===== src/hw/lmc_pkg.sv =====
`default_nettype none
package lmc_pkg;
    localparam int NPORT = 4;
    localparam int DW    = 32;
    localparam int CW    = 7;
    localparam int AW    = 32;
    localparam int BEW   = 4;
    localparam int RAW   = 5;

    // parity coverage masks
    // one mask per check bit, check bit 6 first
    localparam logic [CW-1:0][DW-1:0] CHK_MASK = {
        32'h2DA65CB7, 32'hFC000000, 32'h03FFF800, 32'h03FC07F0,
        32'hE3C3C78E, 32'h9B33366D, 32'h56AAAD5B
    };

    localparam logic [RAW-1:0] REG_STATUS  = 5'h00;
    localparam logic [RAW-1:0] REG_IRQ_EN  = 5'h04;
    localparam logic [RAW-1:0] REG_ONOFF   = 5'h08;
    localparam logic [RAW-1:0] REG_CE_ADDR = 5'h0C;
    localparam logic [RAW-1:0] REG_CHECK_BIT_FAULT_INJECT  = 5'h10;

    localparam int UE_BIT    = 0;
    localparam int CE_BIT    = 1;
    localparam int ONOFF_BIT = 0;

    localparam logic [1:0]     RESP_OKAY   = 2'h0;
    localparam logic [1:0]     RESP_SLVERR = 2'h2;
    localparam logic [BEW-1:0] BE_FULL     = 4'hF;
    localparam logic [1:0]     STAT_RST    = 2'h0;
    localparam logic [1:0]     IRQ_EN_RST  = 2'h0;
    localparam logic [CW-1:0]  FI_RST      = 7'h00;

    function automatic logic [CW-1:0] ecc_encode(input logic [DW-1:0] d);
        logic [CW-1:0] c;
        c = '0;
        for (int k = 0; k < CW; k++) begin
            c[k] = ^(d & CHK_MASK[k]);
        end
        return c;
    endfunction
endpackage
`default_nettype wire


===== src/hw/lmc_ecc_if.sv =====
`timescale 1ns/1ns
`default_nettype none
interface lmc_ecc_if;
    logic [lmc_pkg::DW-1:0] data;
    logic [lmc_pkg::CW-1:0] chk;
    logic [lmc_pkg::DW-1:0] fixed;
    logic                   ce;
    logic                   ue;
    modport ctrl (output data, output chk, input fixed, input ce, input ue);
    modport dec  (input data, input chk, output fixed, output ce, output ue);
endinterface
`default_nettype wire


===== src/hw/lmc_ecc_dec.sv =====
`timescale 1ns/1ns
`default_nettype none
module lmc_ecc_dec (
    lmc_ecc_if.dec e
);
    logic [lmc_pkg::CW-1:0] syn;
    logic [lmc_pkg::CW-1:0] col;
    logic                   hit;
    logic                   one;

    always_comb begin
        syn = e.chk ^ lmc_pkg::ecc_encode(e.data);
        e.fixed = e.data;
        hit = 1'b0;
        col = '0;
        for (int j = 0; j < lmc_pkg::DW; j++) begin
            for (int k = 0; k < lmc_pkg::CW; k++) begin
                col[k] = lmc_pkg::CHK_MASK[k][j];
            end
            if (syn == col) begin
                e.fixed[j] = ~e.data[j];
                hit = 1'b1;
            end
        end
        // single flipped check bit leaves data intact
        one = (syn != '0) && ((syn & (syn - 7'h01)) == '0);
        e.ce = hit | one;
        e.ue = (syn != '0) && !(hit | one);
    end
endmodule // lmc_ecc_dec
`default_nettype wire


===== src/hw/lmc_ctrl.sv =====
`timescale 1ns/1ns
`default_nettype none
module lmc_ctrl #(
    parameter bit ECC          = 1'b1,
    parameter bit FAULT_INJECT = 1'b1,
    parameter bit STATUS_REGS  = 1'b1,
    parameter bit ONOFF_REG    = 1'b1,
    parameter bit ONOFF_RESET  = 1'b1,
    localparam int BW = ECC ? lmc_pkg::DW + lmc_pkg::CW : lmc_pkg::DW
) (
    input  wire logic                                        core_clk,
    input  wire logic                                        nrst,
    input  wire logic [lmc_pkg::NPORT-1:0]                   m_strobe,
    input  wire logic [lmc_pkg::NPORT-1:0]                   m_write,
    input  wire logic [lmc_pkg::NPORT-1:0][lmc_pkg::AW-1:0]  m_addr,
    input  wire logic [lmc_pkg::NPORT-1:0][lmc_pkg::DW-1:0]  m_wdata,
    input  wire logic [lmc_pkg::NPORT-1:0][lmc_pkg::BEW-1:0] m_be,
    output var  logic [lmc_pkg::NPORT-1:0]                   m_ready,
    output var  logic [lmc_pkg::NPORT-1:0][lmc_pkg::DW-1:0]  m_rdata,
    output var  logic [lmc_pkg::NPORT-1:0]                   m_ue,
    output var  logic [lmc_pkg::NPORT-1:0]                   m_ce,
    output      logic                                        bram_clk,
    output var  logic                                        bram_rst,
    output var  logic                                        bram_en,
    output var  logic [lmc_pkg::BEW-1:0]                     bram_we,
    output var  logic [lmc_pkg::AW-1:0]                      bram_addr,
    output var  logic [BW-1:0]                               bram_wdata,
    input  wire logic [BW-1:0]                               bram_rdata,
    output var  logic                                        irq,
    input  wire logic [lmc_pkg::RAW-1:0]                     s_axi_awaddr,
    input  wire logic                                        s_axi_awvalid,
    output var  logic                                        s_axi_awready,
    input  wire logic [31:0]                                 s_axi_wdata,
    input  wire logic [3:0]                                  s_axi_wstrb,
    input  wire logic                                        s_axi_wvalid,
    output var  logic                                        s_axi_wready,
    output var  logic [1:0]                                  s_axi_bresp,
    output var  logic                                        s_axi_bvalid,
    input  wire logic                                        s_axi_bready,
    input  wire logic [lmc_pkg::RAW-1:0]                     s_axi_araddr,
    input  wire logic                                        s_axi_arvalid,
    output var  logic                                        s_axi_arready,
    output var  logic [31:0]                                 s_axi_rdata,
    output var  logic [1:0]                                  s_axi_rresp,
    output var  logic                                        s_axi_rvalid,
    input  wire logic                                        s_axi_rready
);
    localparam int DW = lmc_pkg::DW;
    localparam int CW = lmc_pkg::CW;
    localparam int NP = lmc_pkg::NPORT;

    typedef enum logic [2:0] {
        ST_IDLE    = 3'b001,
        ST_RD_WAIT = 3'b010,
        ST_RD_DATA = 3'b100
    } lmc_state_t;

    ////////////////////////////////////////////////////////////////////////
    function automatic logic reg_hit(input logic [lmc_pkg::RAW-1:0] a);
        case (a)
            lmc_pkg::REG_STATUS,
            lmc_pkg::REG_IRQ_EN,
            lmc_pkg::REG_CE_ADDR: reg_hit = STATUS_REGS;
            lmc_pkg::REG_ONOFF:   reg_hit = ONOFF_REG;
            lmc_pkg::REG_CHECK_BIT_FAULT_INJECT:  reg_hit = FAULT_INJECT;
            default:              reg_hit = 1'b0;
        endcase
    endfunction

    function automatic logic [DW-1:0] merge(input logic [DW-1:0] old,
                                            input logic [DW-1:0] nw,
                                            input logic [3:0] be);
        merge = old;
        for (int b = 0; b < lmc_pkg::BEW; b++) begin
            if (be[b]) begin
                merge[b*8 +: 8] = nw[b*8 +: 8];
            end
        end
    endfunction

    ////////////////////////////////////////////////////////////////////////
    lmc_state_t                          state, next_state;
    logic [1:0]                          cur, next_cur;
    logic [NP-1:0]                       pend, next_pend;
    logic [NP-1:0]                       q_wr, next_q_wr;
    logic [NP-1:0][lmc_pkg::AW-1:0]      q_addr, next_q_addr;
    logic [NP-1:0][DW-1:0]               q_wdata, next_q_wdata;
    logic [NP-1:0][lmc_pkg::BEW-1:0]     q_be, next_q_be;
    logic [NP-1:0]                       next_m_ready, next_m_ue, next_m_ce;
    logic [NP-1:0][DW-1:0]               next_m_rdata;
    logic                                next_bram_en;
    logic [lmc_pkg::BEW-1:0]             next_bram_we;
    logic [lmc_pkg::AW-1:0]              next_bram_addr;
    logic [BW-1:0]                       next_bram_wdata;
    logic [1:0]                          status, next_status;
    logic [1:0]                          irq_en, next_irq_en;
    logic                                chk_on, next_chk_on;
    logic [lmc_pkg::AW-1:0]              ce_addr, next_ce_addr;
    logic [CW-1:0]                       check_bit_fault_inject, next_check_bit_fault_inject;
    logic                                next_irq;
    logic                                ev_ce, ev_ue, fi_used, checking;
    logic [DW+CW-1:0]                    rd_wide;
    logic [DW-1:0]                       word;
    logic [1:0]                          g;
    logic                                wr_fire, rd_fire;
    logic                                next_awready, next_bvalid;
    logic                                next_arready, next_rvalid;
    logic [1:0]                          next_bresp, next_rresp;
    logic [31:0]                         next_rdata;

    lmc_ecc_if ecc_bus ();

    lmc_ecc_dec u_dec (
        .e (ecc_bus.dec)
    );

    // memory port runs on the core clock
    assign bram_clk = core_clk;
    assign rd_wide = (DW + CW)'(bram_rdata);
    assign ecc_bus.data = rd_wide[DW-1:0];
    assign ecc_bus.chk = rd_wide[DW+CW-1:DW];
    // off means raw data, no flags
    assign checking = ECC && chk_on;

    ////////////////////////////////////////////////////////////////////////
    // memory access sequencing
    always_comb begin
        next_state = state;
        next_cur = cur;
        next_pend = pend;
        next_q_wr = q_wr;
        next_q_addr = q_addr;
        next_q_wdata = q_wdata;
        next_q_be = q_be;
        next_m_ready = '0;
        next_m_ue = '0;
        next_m_ce = '0;
        next_m_rdata = m_rdata;
        next_bram_en = 1'b0;
        next_bram_we = '0;
        next_bram_addr = bram_addr;
        next_bram_wdata = bram_wdata;
        ev_ce = 1'b0;
        ev_ue = 1'b0;
        fi_used = 1'b0;
        g = 2'd3;
        word = checking ? ecc_bus.fixed : ecc_bus.data;
        for (int p = NP - 1; p >= 0; p--) begin
            if (pend[p]) begin
                g = 2'(p);
            end
        end
        case (state)
            ST_IDLE: begin
                if (|pend) begin
                    next_cur = g;
                    next_pend[g] = 1'b0;
                    next_bram_en = 1'b1;
                    next_bram_addr = {q_addr[g][lmc_pkg::AW-1:2], 2'b00};
                    if (q_wr[g] && !(ECC && q_be[g] != lmc_pkg::BE_FULL)) begin
                        next_bram_we = ECC ? lmc_pkg::BE_FULL : q_be[g];
                        next_bram_wdata = BW'({lmc_pkg::ecc_encode(q_wdata[g]) ^ check_bit_fault_inject,
                                               q_wdata[g]});
                        fi_used = 1'b1;
                        next_m_ready[g] = 1'b1;
                    end else begin
                        next_state = ST_RD_WAIT;
                    end
                end
            end
            ST_RD_WAIT: begin
                next_state = ST_RD_DATA;
            end
            ST_RD_DATA: begin
                next_state = ST_IDLE;
                next_m_ready[cur] = 1'b1;
                ev_ce = checking && ecc_bus.ce;
                ev_ue = checking && ecc_bus.ue;
                next_m_ue[cur] = ev_ue;
                next_m_ce[cur] = ev_ce;
                if (q_wr[cur]) begin
                    // partial write: merge into read word (repaired only when checking is on), recode
                    next_bram_en = 1'b1;
                    next_bram_we = lmc_pkg::BE_FULL;
                    next_bram_wdata = BW'({lmc_pkg::ecc_encode(
                                           merge(word, q_wdata[cur], q_be[cur])) ^ check_bit_fault_inject,
                                           merge(word, q_wdata[cur], q_be[cur])});
                    fi_used = 1'b1;
                end else begin
                    next_m_rdata[cur] = word;
                end
            end
            default: begin
                next_state = ST_IDLE;
            end
        endcase
        // new request captured after the grant clear
        for (int p = 0; p < NP; p++) begin
            if (m_strobe[p]) begin
                next_pend[p] = 1'b1;
                next_q_wr[p] = m_write[p];
                next_q_addr[p] = m_addr[p];
                next_q_wdata[p] = m_wdata[p];
                next_q_be[p] = m_be[p];
            end
        end
    end

    always_ff @(posedge core_clk or negedge nrst) begin
        if (!nrst) begin
            state <= ST_IDLE;
            cur <= '0;
            pend <= '0;
            q_wr <= '0;
            q_addr <= '0;
            q_wdata <= '0;
            q_be <= '0;
            m_ready <= '0;
            m_ue <= '0;
            m_ce <= '0;
            m_rdata <= '0;
            bram_en <= 1'b0;
            bram_we <= '0;
            bram_addr <= '0;
            bram_wdata <= '0;
            bram_rst <= 1'b0;
        end else begin
            state <= next_state;
            cur <= next_cur;
            pend <= next_pend;
            q_wr <= next_q_wr;
            q_addr <= next_q_addr;
            q_wdata <= next_q_wdata;
            q_be <= next_q_be;
            m_ready <= next_m_ready;
            m_ue <= next_m_ue;
            m_ce <= next_m_ce;
            m_rdata <= next_m_rdata;
            bram_en <= next_bram_en;
            bram_we <= next_bram_we;
            bram_addr <= next_bram_addr;
            bram_wdata <= next_bram_wdata;
            bram_rst <= 1'b0;
        end
    end

    ////////////////////////////////////////////////////////////////////////
    // register file
    assign wr_fire = s_axi_awready && s_axi_awvalid && s_axi_wvalid;
    assign rd_fire = s_axi_arready && s_axi_arvalid;

    always_comb begin
        next_status = status;
        next_irq_en = irq_en;
        next_chk_on = chk_on;
        next_ce_addr = ce_addr;
        next_check_bit_fault_inject = check_bit_fault_inject;
        if (fi_used) begin
            next_check_bit_fault_inject = lmc_pkg::FI_RST;
        end
        if (wr_fire && s_axi_wstrb[0] && reg_hit(s_axi_awaddr)) begin
            case (s_axi_awaddr)
                lmc_pkg::REG_STATUS: next_status = status & ~s_axi_wdata[1:0];
                lmc_pkg::REG_IRQ_EN: next_irq_en = s_axi_wdata[1:0];
                lmc_pkg::REG_ONOFF:  next_chk_on = s_axi_wdata[lmc_pkg::ONOFF_BIT];
                lmc_pkg::REG_CHECK_BIT_FAULT_INJECT: next_check_bit_fault_inject = s_axi_wdata[CW-1:0];
                default:             next_chk_on = chk_on;
            endcase
        end
        if (STATUS_REGS && ev_ce && !status[lmc_pkg::CE_BIT]) begin
            next_ce_addr = q_addr[cur];
        end
        if (STATUS_REGS) begin
            next_status[lmc_pkg::CE_BIT] = next_status[lmc_pkg::CE_BIT] | ev_ce;
            next_status[lmc_pkg::UE_BIT] = next_status[lmc_pkg::UE_BIT] | ev_ue;
        end
        next_irq = ECC && STATUS_REGS && |(status & irq_en);
    end

    always_ff @(posedge core_clk or negedge nrst) begin
        if (!nrst) begin
            status <= lmc_pkg::STAT_RST;
            irq_en <= lmc_pkg::IRQ_EN_RST;
            chk_on <= ONOFF_REG ? ONOFF_RESET : 1'b1;
            ce_addr <= '0;
            check_bit_fault_inject <= lmc_pkg::FI_RST;
            irq <= 1'b0;
        end else begin
            status <= next_status;
            irq_en <= next_irq_en;
            chk_on <= next_chk_on;
            ce_addr <= next_ce_addr;
            check_bit_fault_inject <= next_check_bit_fault_inject;
            irq <= next_irq;
        end
    end

    ////////////////////////////////////////////////////////////////////////
    // register bus handshakes
    always_comb begin
        next_awready = s_axi_awvalid && s_axi_wvalid && !s_axi_awready && !s_axi_bvalid;
        next_bvalid = s_axi_bvalid && !s_axi_bready;
        next_bresp = s_axi_bresp;
        if (wr_fire) begin
            next_bvalid = 1'b1;
            next_bresp = reg_hit(s_axi_awaddr) ? lmc_pkg::RESP_OKAY : lmc_pkg::RESP_SLVERR;
        end
        next_arready = s_axi_arvalid && !s_axi_arready && !s_axi_rvalid;
        next_rvalid = s_axi_rvalid && !s_axi_rready;
        next_rresp = s_axi_rresp;
        next_rdata = s_axi_rdata;
        if (rd_fire) begin
            next_rvalid = 1'b1;
            next_rresp = reg_hit(s_axi_araddr) ? lmc_pkg::RESP_OKAY : lmc_pkg::RESP_SLVERR;
            case (s_axi_araddr)
                lmc_pkg::REG_STATUS:  next_rdata = 32'(status);
                lmc_pkg::REG_IRQ_EN:  next_rdata = 32'(irq_en);
                lmc_pkg::REG_ONOFF:   next_rdata = 32'(chk_on);
                lmc_pkg::REG_CE_ADDR: next_rdata = ce_addr;
                lmc_pkg::REG_CHECK_BIT_FAULT_INJECT:  next_rdata = 32'(check_bit_fault_inject);
                default:              next_rdata = '0;
            endcase
            if (!reg_hit(s_axi_araddr)) begin
                next_rdata = '0;
            end
        end
    end

    always_ff @(posedge core_clk or negedge nrst) begin
        if (!nrst) begin
            s_axi_awready <= 1'b0;
            s_axi_wready <= 1'b0;
            s_axi_bvalid <= 1'b0;
            s_axi_bresp <= lmc_pkg::RESP_OKAY;
            s_axi_arready <= 1'b0;
            s_axi_rvalid <= 1'b0;
            s_axi_rresp <= lmc_pkg::RESP_OKAY;
            s_axi_rdata <= '0;
        end else begin
            s_axi_awready <= next_awready;
            s_axi_wready <= next_awready;
            s_axi_bvalid <= next_bvalid;
            s_axi_bresp <= next_bresp;
            s_axi_arready <= next_arready;
            s_axi_rvalid <= next_rvalid;
            s_axi_rresp <= next_rresp;
            s_axi_rdata <= next_rdata;
        end
    end
endmodule // lmc_ctrl
`default_nettype wire


===== config.mk =====
export PLATFORM = sky130hd
export DESIGN_NAME = lmc_ctrl
export DESIGN_NICKNAME = d
export VERILOG_FILES = /design/src/hw/lmc_pkg.sv /design/src/hw/lmc_ecc_if.sv /design/src/hw/lmc_ecc_dec.sv /design/src/hw/lmc_ctrl.sv
export SDC_FILE = /design/constraint.sdc
export NUM_CORES = 1
export LEC_CHECK = 0
export ABC_CLOCK_PERIOD_IN_PS = 4300
export BUFFER_PORTS_ARGS = -buffer_cell sky130_fd_sc_hd__buf_4
export CAP_MARGIN = 10
export CORE_AREA = 5 5 300 184
export CTS_BUF_LIST = sky130_fd_sc_hd__clkbuf_4
export DETAILED_ROUTE_END_ITERATION = 6
export DIE_AREA = 0 0 305 189
export PLACE_DENSITY = 0.85
export SLEW_MARGIN = 20
export SYNTH_ARGS = -nofsm -noshare
export SYNTH_HDL_FRONTEND = slang
export SYNTH_HIERARCHICAL = 1
export SYNTH_SLANG_ARGS = --single-unit
export TNS_END_PERCENT = 100

===== constraint.sdc =====
create_clock -name core_clk -period 4.3 [get_ports core_clk]
set_clock_uncertainty 0.2 [all_clocks]
set_input_delay 0.215 -clock core_clk [delete_from_list [all_inputs] [get_ports core_clk]]
set_output_delay 0.215 -clock core_clk [all_outputs]
set_load 0.1 [all_outputs]

==> results of run 1 <==
-- through the flow --
step	area (sq um)	hold slack [ns]	util, %	TNS, ns
after floorplan	29380	-0.2806	-	0
after global placement	36070	0.1414	69.18	-6.275
after detailed placement	36080	0.1512	69.21	-8.322
-- kinds of logic after synthesis --
kind of cell | after synthesis
AO/OA/AOI/OAI | 453
XOR/XNOR | 237
buffers and inverters | 209
flip-flops | 579
multiplexers | 463
other | 1
AND/OR/NAND/NOR | 612
==> out/results.ini, run 1 <==
[outcome]
status = did not finish
haltStage = 4_1_cts
first-error = [ERROR RSZ-0060] Max buffer count reached.

[logic_synthesis]
synth-simple-area-share_pct = 8.879
ys_warn_count = 6
synth_cells = 2554
yosysTopAreaCellShare_pct = 49.17
syn_avg_cell_area_sq_um = 11.50
synth-seq-area-share_pct = 49.35
yosysTopAreaCell = dfrtp_1
yosys-top-cells-count = dfrtp_1, mux2_2, nand2_1
ys_ff_latch = 579
async_flop_share_pct = 100.0
synth_compound_area_share_pct = 9.416
synth.distinct_cells = 71
synth_xor_area_share_pct = 8.751
synth_edf_count = 0
synth_flop_cell = dfrtp_1
synth_adder_area_share_pct = 0
yosysMostFrequentCell = dfrtp_1
synth_top_family_by_area = multiplexers
synthTopCellsByArea = dfrtp_1, mux2_2, mux4_2
synth_area_sq_um = 29370
muxShareOfSynthArea_pct = 20.41

[floorplan]
die_h_microns = 189
die_w_microns = 305
ios = 632
row_count = 65
initial_core_util_pct = 56.33

[placement]
pre_cts_slack_ns = -0.6222
port_buffers = 598
placed_cells = 3938
place.gp.congestion = 1.005
dp_hpwl_mm = 85.36

[cts]
ctsResizeCount = 0
cts-hold-fix-buffers = 835
cts_setup_buffers = 0

==> run 2: changes to the inputs <==
--- a/config.mk
+++ b/config.mk
@@ -8,11 +8,10 @@
 export ABC_CLOCK_PERIOD_IN_PS = 4300
 export BUFFER_PORTS_ARGS = -buffer_cell sky130_fd_sc_hd__buf_4
 export CAP_MARGIN = 10
-export CORE_AREA = 5 5 300 184
-export CTS_BUF_LIST = sky130_fd_sc_hd__clkbuf_4
+export CORE_AREA = 5 5 277 279
 export DETAILED_ROUTE_END_ITERATION = 6
-export DIE_AREA = 0 0 305 189
-export PLACE_DENSITY = 0.85
+export DIE_AREA = 0 0 282 284
+export PLACE_DENSITY_LB_ADDON = 0.15
 export SLEW_MARGIN = 20
 export SYNTH_ARGS = -nofsm -noshare
 export SYNTH_HDL_FRONTEND = slang
==> run 2 against run 1 <==
- the flow now finishes without violations
- synthesized area did not move
- synthesized cell count did not move
==> out/results.ini, run 2 <==
[setup_path]
reg2regPathDepth = 11
cp.required_ns = 4.75
path_buf_inv = 5
cp-start-kind = input pin
cpMostUsedCell = xnor2_1
r2r_slack_ns = 0.15
cpPeakStageDelay_ns = 0.57
rr_startpoint = pend[2]$_DFFE_PN0P_
critPathSlowestCell = dlygate4sd3_1
path_max_fanout = 5
crit_chain = dlygate4sd3_1 -> buf_4 -> buf_4 -> xnor2_1 -> xnor2_2 -> xor2_2 -> buf_4 -> nor3_2 -> buf_4 -> nand4_1 -> xnor2_1 -> mux2_2 -> mux2i_2 -> xor2_1 -> xnor3_1 -> xnor2_1 -> xnor2_1 -> xnor2_1 -> a41o_1 -> nor3_1
cp_top_family = XOR/XNOR gates
cp.arrival_ns = 4.61
rr_endpoint = check_bit_fault_inject[3]$_DFF_PN0_
critPathKind = in2reg
end_kind = flop

[placement]
place.gp.congestion = 0.8962  ; was 1.005
placed_cells = 4188  ; was 3938
dp_hpwl_mm = 84.00  ; was 85.36 mm
port_buffers = 598  ; unchanged

[global_routing]
gr-total-overflow = 0
grt_usage_pct = 28.85
grt_pass1_vias = 26810
grt_max_degree = 103
grt_pass1_wl_mm = 174.0
grt_antenna_before_repair = 4

[pwr]
power_frac_seq_pct = 29.0
peakVddDrop_v = 0.0005951
pwr-share-comb_pct = 44.9
switching_share_pct = 41.96
p_clk_share_pct = 26.1
internal_power_uw = 13600
netSwitchingPower_uw = 9835
pwr_density_cell_nw_per_um2 = 543.0
p_leak_uw = 0.01895

[min_path]
min_to = m_rdata[93]$_DFFE_PN0P_
hp-start = bram_rdata[29]
holdPathStages = 6
worstHoldPathType = in2reg

[logic_synthesis]
yosysTopAreaCell = dfrtp_1  ; unchanged
synth_area_sq_um = 29370  ; unchanged
synth-seq-area-share_pct = 49.35  ; unchanged
synth_adder_area_share_pct = 0  ; unchanged
synth_xor_area_share_pct = 8.751  ; unchanged
synth-simple-area-share_pct = 8.879  ; unchanged
yosysTopAreaCellShare_pct = 49.17  ; unchanged
syn_avg_cell_area_sq_um = 11.50  ; unchanged
async_flop_share_pct = 100.0  ; unchanged
synth_top_family_by_area = multiplexers  ; unchanged
yosysMostFrequentCell = dfrtp_1  ; unchanged
synth_compound_area_share_pct = 9.416  ; unchanged
muxShareOfSynthArea_pct = 20.41  ; unchanged
ys_warn_count = 6  ; unchanged
synth_cells = 2554  ; unchanged
ys_ff_latch = 579  ; unchanged
synth.distinct_cells = 71  ; unchanged
yosys-top-cells-count = dfrtp_1, mux2_2, nand2_1  ; unchanged
synth_edf_count = 0  ; unchanged
synth_flop_cell = dfrtp_1  ; unchanged
synthTopCellsByArea = dfrtp_1, mux2_2, mux4_2  ; unchanged

[route]
routed_via_density = 5.397
drc_errors = 0
antenna_left = 0
drt-wirelength-per-cell_microns = 24.67
vias = 25690
first_iter_violations = 1910
wl_mm = 117.4
first_pass_iters = 7

[sta]
whs_ns = 0.04354
worst_pin_slew_ns = 1.046
slew_violations = 0
fin_setup_tns_ns = 0
setup_viol = 0
clock.fmax_mhz = 240.1
period_minus_slack_ns = 4.165
relSlewSlack_pct = 30.29
hold_violations = 0
period_share_pct = 96.85
rsz0062_at_grt = no

[flow_run]
maxCapViolCount = 0

[cells_and_area]
layout.cells.non_filler = 4759
layout_commonest_cell = buf_4
multi_input_area_sq_um = 14070
seqCellArea_sq_um = 14510
nets = 4111
reg_top3 = m_rdata (128), q_addr (128), q_wdata (128)
most-common-layout-cells = buf_4, dfrtp_1, dlygate4sd3_1
n_fill_cell = 6171
fin_util_pct = 58.37
syn_to_final_growth_pct = 46.97
drive_above_1_share_pct = 37.17

[cts]
cts_setup_buffers = 0  ; unchanged
worstSkewPairLatency_ns = 0.75
clk_pin_slew_ns = 0.06
cts_tree = built

[floorplan]
row_count = 100  ; was 65
initial_core_util_pct = 39.71  ; was 56.33%
ios = 632  ; unchanged
die_area_sq_um = 80090
die_h_microns = 284  ; was 189 microns
coreArea_sq_um = 73950
die_w_microns = 282  ; was 305 microns

[outcome]
status = complete, no violations  ; was did not finish

## run 2: cell counts after synthesis
Identical to the previous run, type by type.
## run 2: metal layers
metal	global-route usage, %	share of wire (%)	up-vias
li1	-	-	11390
met1	39.41	43	13020
met2	45.90	47	1038
met3	5.668	6.4	229
met4	10.58	3.8	0
met5	0	0	-
## run 2: cells by family (layout without fill, tap and decap cells)
kind of cell | Yosys count | in the layout
DFF | 579 | 579
other | 1 | 7
AOI/OAI and AO/OA | 453 | 453
muxes | 463 | 463
and+or+nand+nor | 612 | 612
xor gates and xnor gates | 237 | 237
buffers and inverters | 209 | 1439
## run 2: timing repair
item,CTS,global route
endpoints found under the hold margin,890,0
endpoints found under the setup margin,0,6
gates resized for setup,0,11
hold buffers,447,0
## run 2: final cells by class
class                           count  area share, %
Sequential cell                   579          33.62
Clock buffer                      103          4.751
Multi-Input combinational cell   1770          32.61
Tap cell                          969          2.809
Clock inverter                     20         0.6639
Timing Repair Buffer             1289          25.30
Inverter                           27         0.2348
Antenna cell                        2        0.01160
## run 2: worst max-delay path by stage
| stage | startpoint | endpoint | depth (start not counted) |
|---|---|---|---|
| after floorplan | bram_rdata[17] | bram_wdata[38]$_DFFE_PN0P_ | 18 |
| after global placement | bram_rdata[8] | bram_wdata[34]$_DFFE_PN0P_ | 18 |
| after detailed placement | bram_rdata[8] | bram_wdata[33]$_DFFE_PN0P_ | 18 |
| after CTS | bram_rdata[30] | bram_wdata[36]$_DFFE_PN0P_ | 21 |
| after global routing | bram_rdata[31] | bram_wdata[33]$_DFFE_PN0P_ | 20 |
| final | bram_rdata[31] | bram_wdata[33]$_DFFE_PN0P_ | 20 |
## run 2: worst reg2reg max path: cells and delay by family, from the launching register on
family          cells  cell delay, ns
compound gates      2            0.28
buf+inv             4            1.41
flops               1            0.73
simple gates        5            1.41
## run 2: through the flow
stage / instance area (sq um) / setup slack (ns) / power (uW)
after floorplan: 29380 / 0.01526 / 13540
after global placement: 36270 / -0.4202 / 17000
after detailed placement: 36270 / -0.4271 / 17020
after CTS: 43090 / 0.006216 / 23470
after global routing: 43160 / 0.01105 / 24330
final: 43160 / 0.1353 / 23440
## run 2: power by group through the flow
stage / combinational [uW] / sequential, uW / clock [uW]
after floorplan: 3530 / 9930 / 87.8
after detailed placement: 10100 / 6880 / 87.8
final: 10500 / 6800 / 6110
after global placement: 10100 / 6830 / 87.8
after global routing: 11000 / 6880 / 6450
after CTS: 10500 / 6790 / 6230
Power figures use the tool's default switching activity.
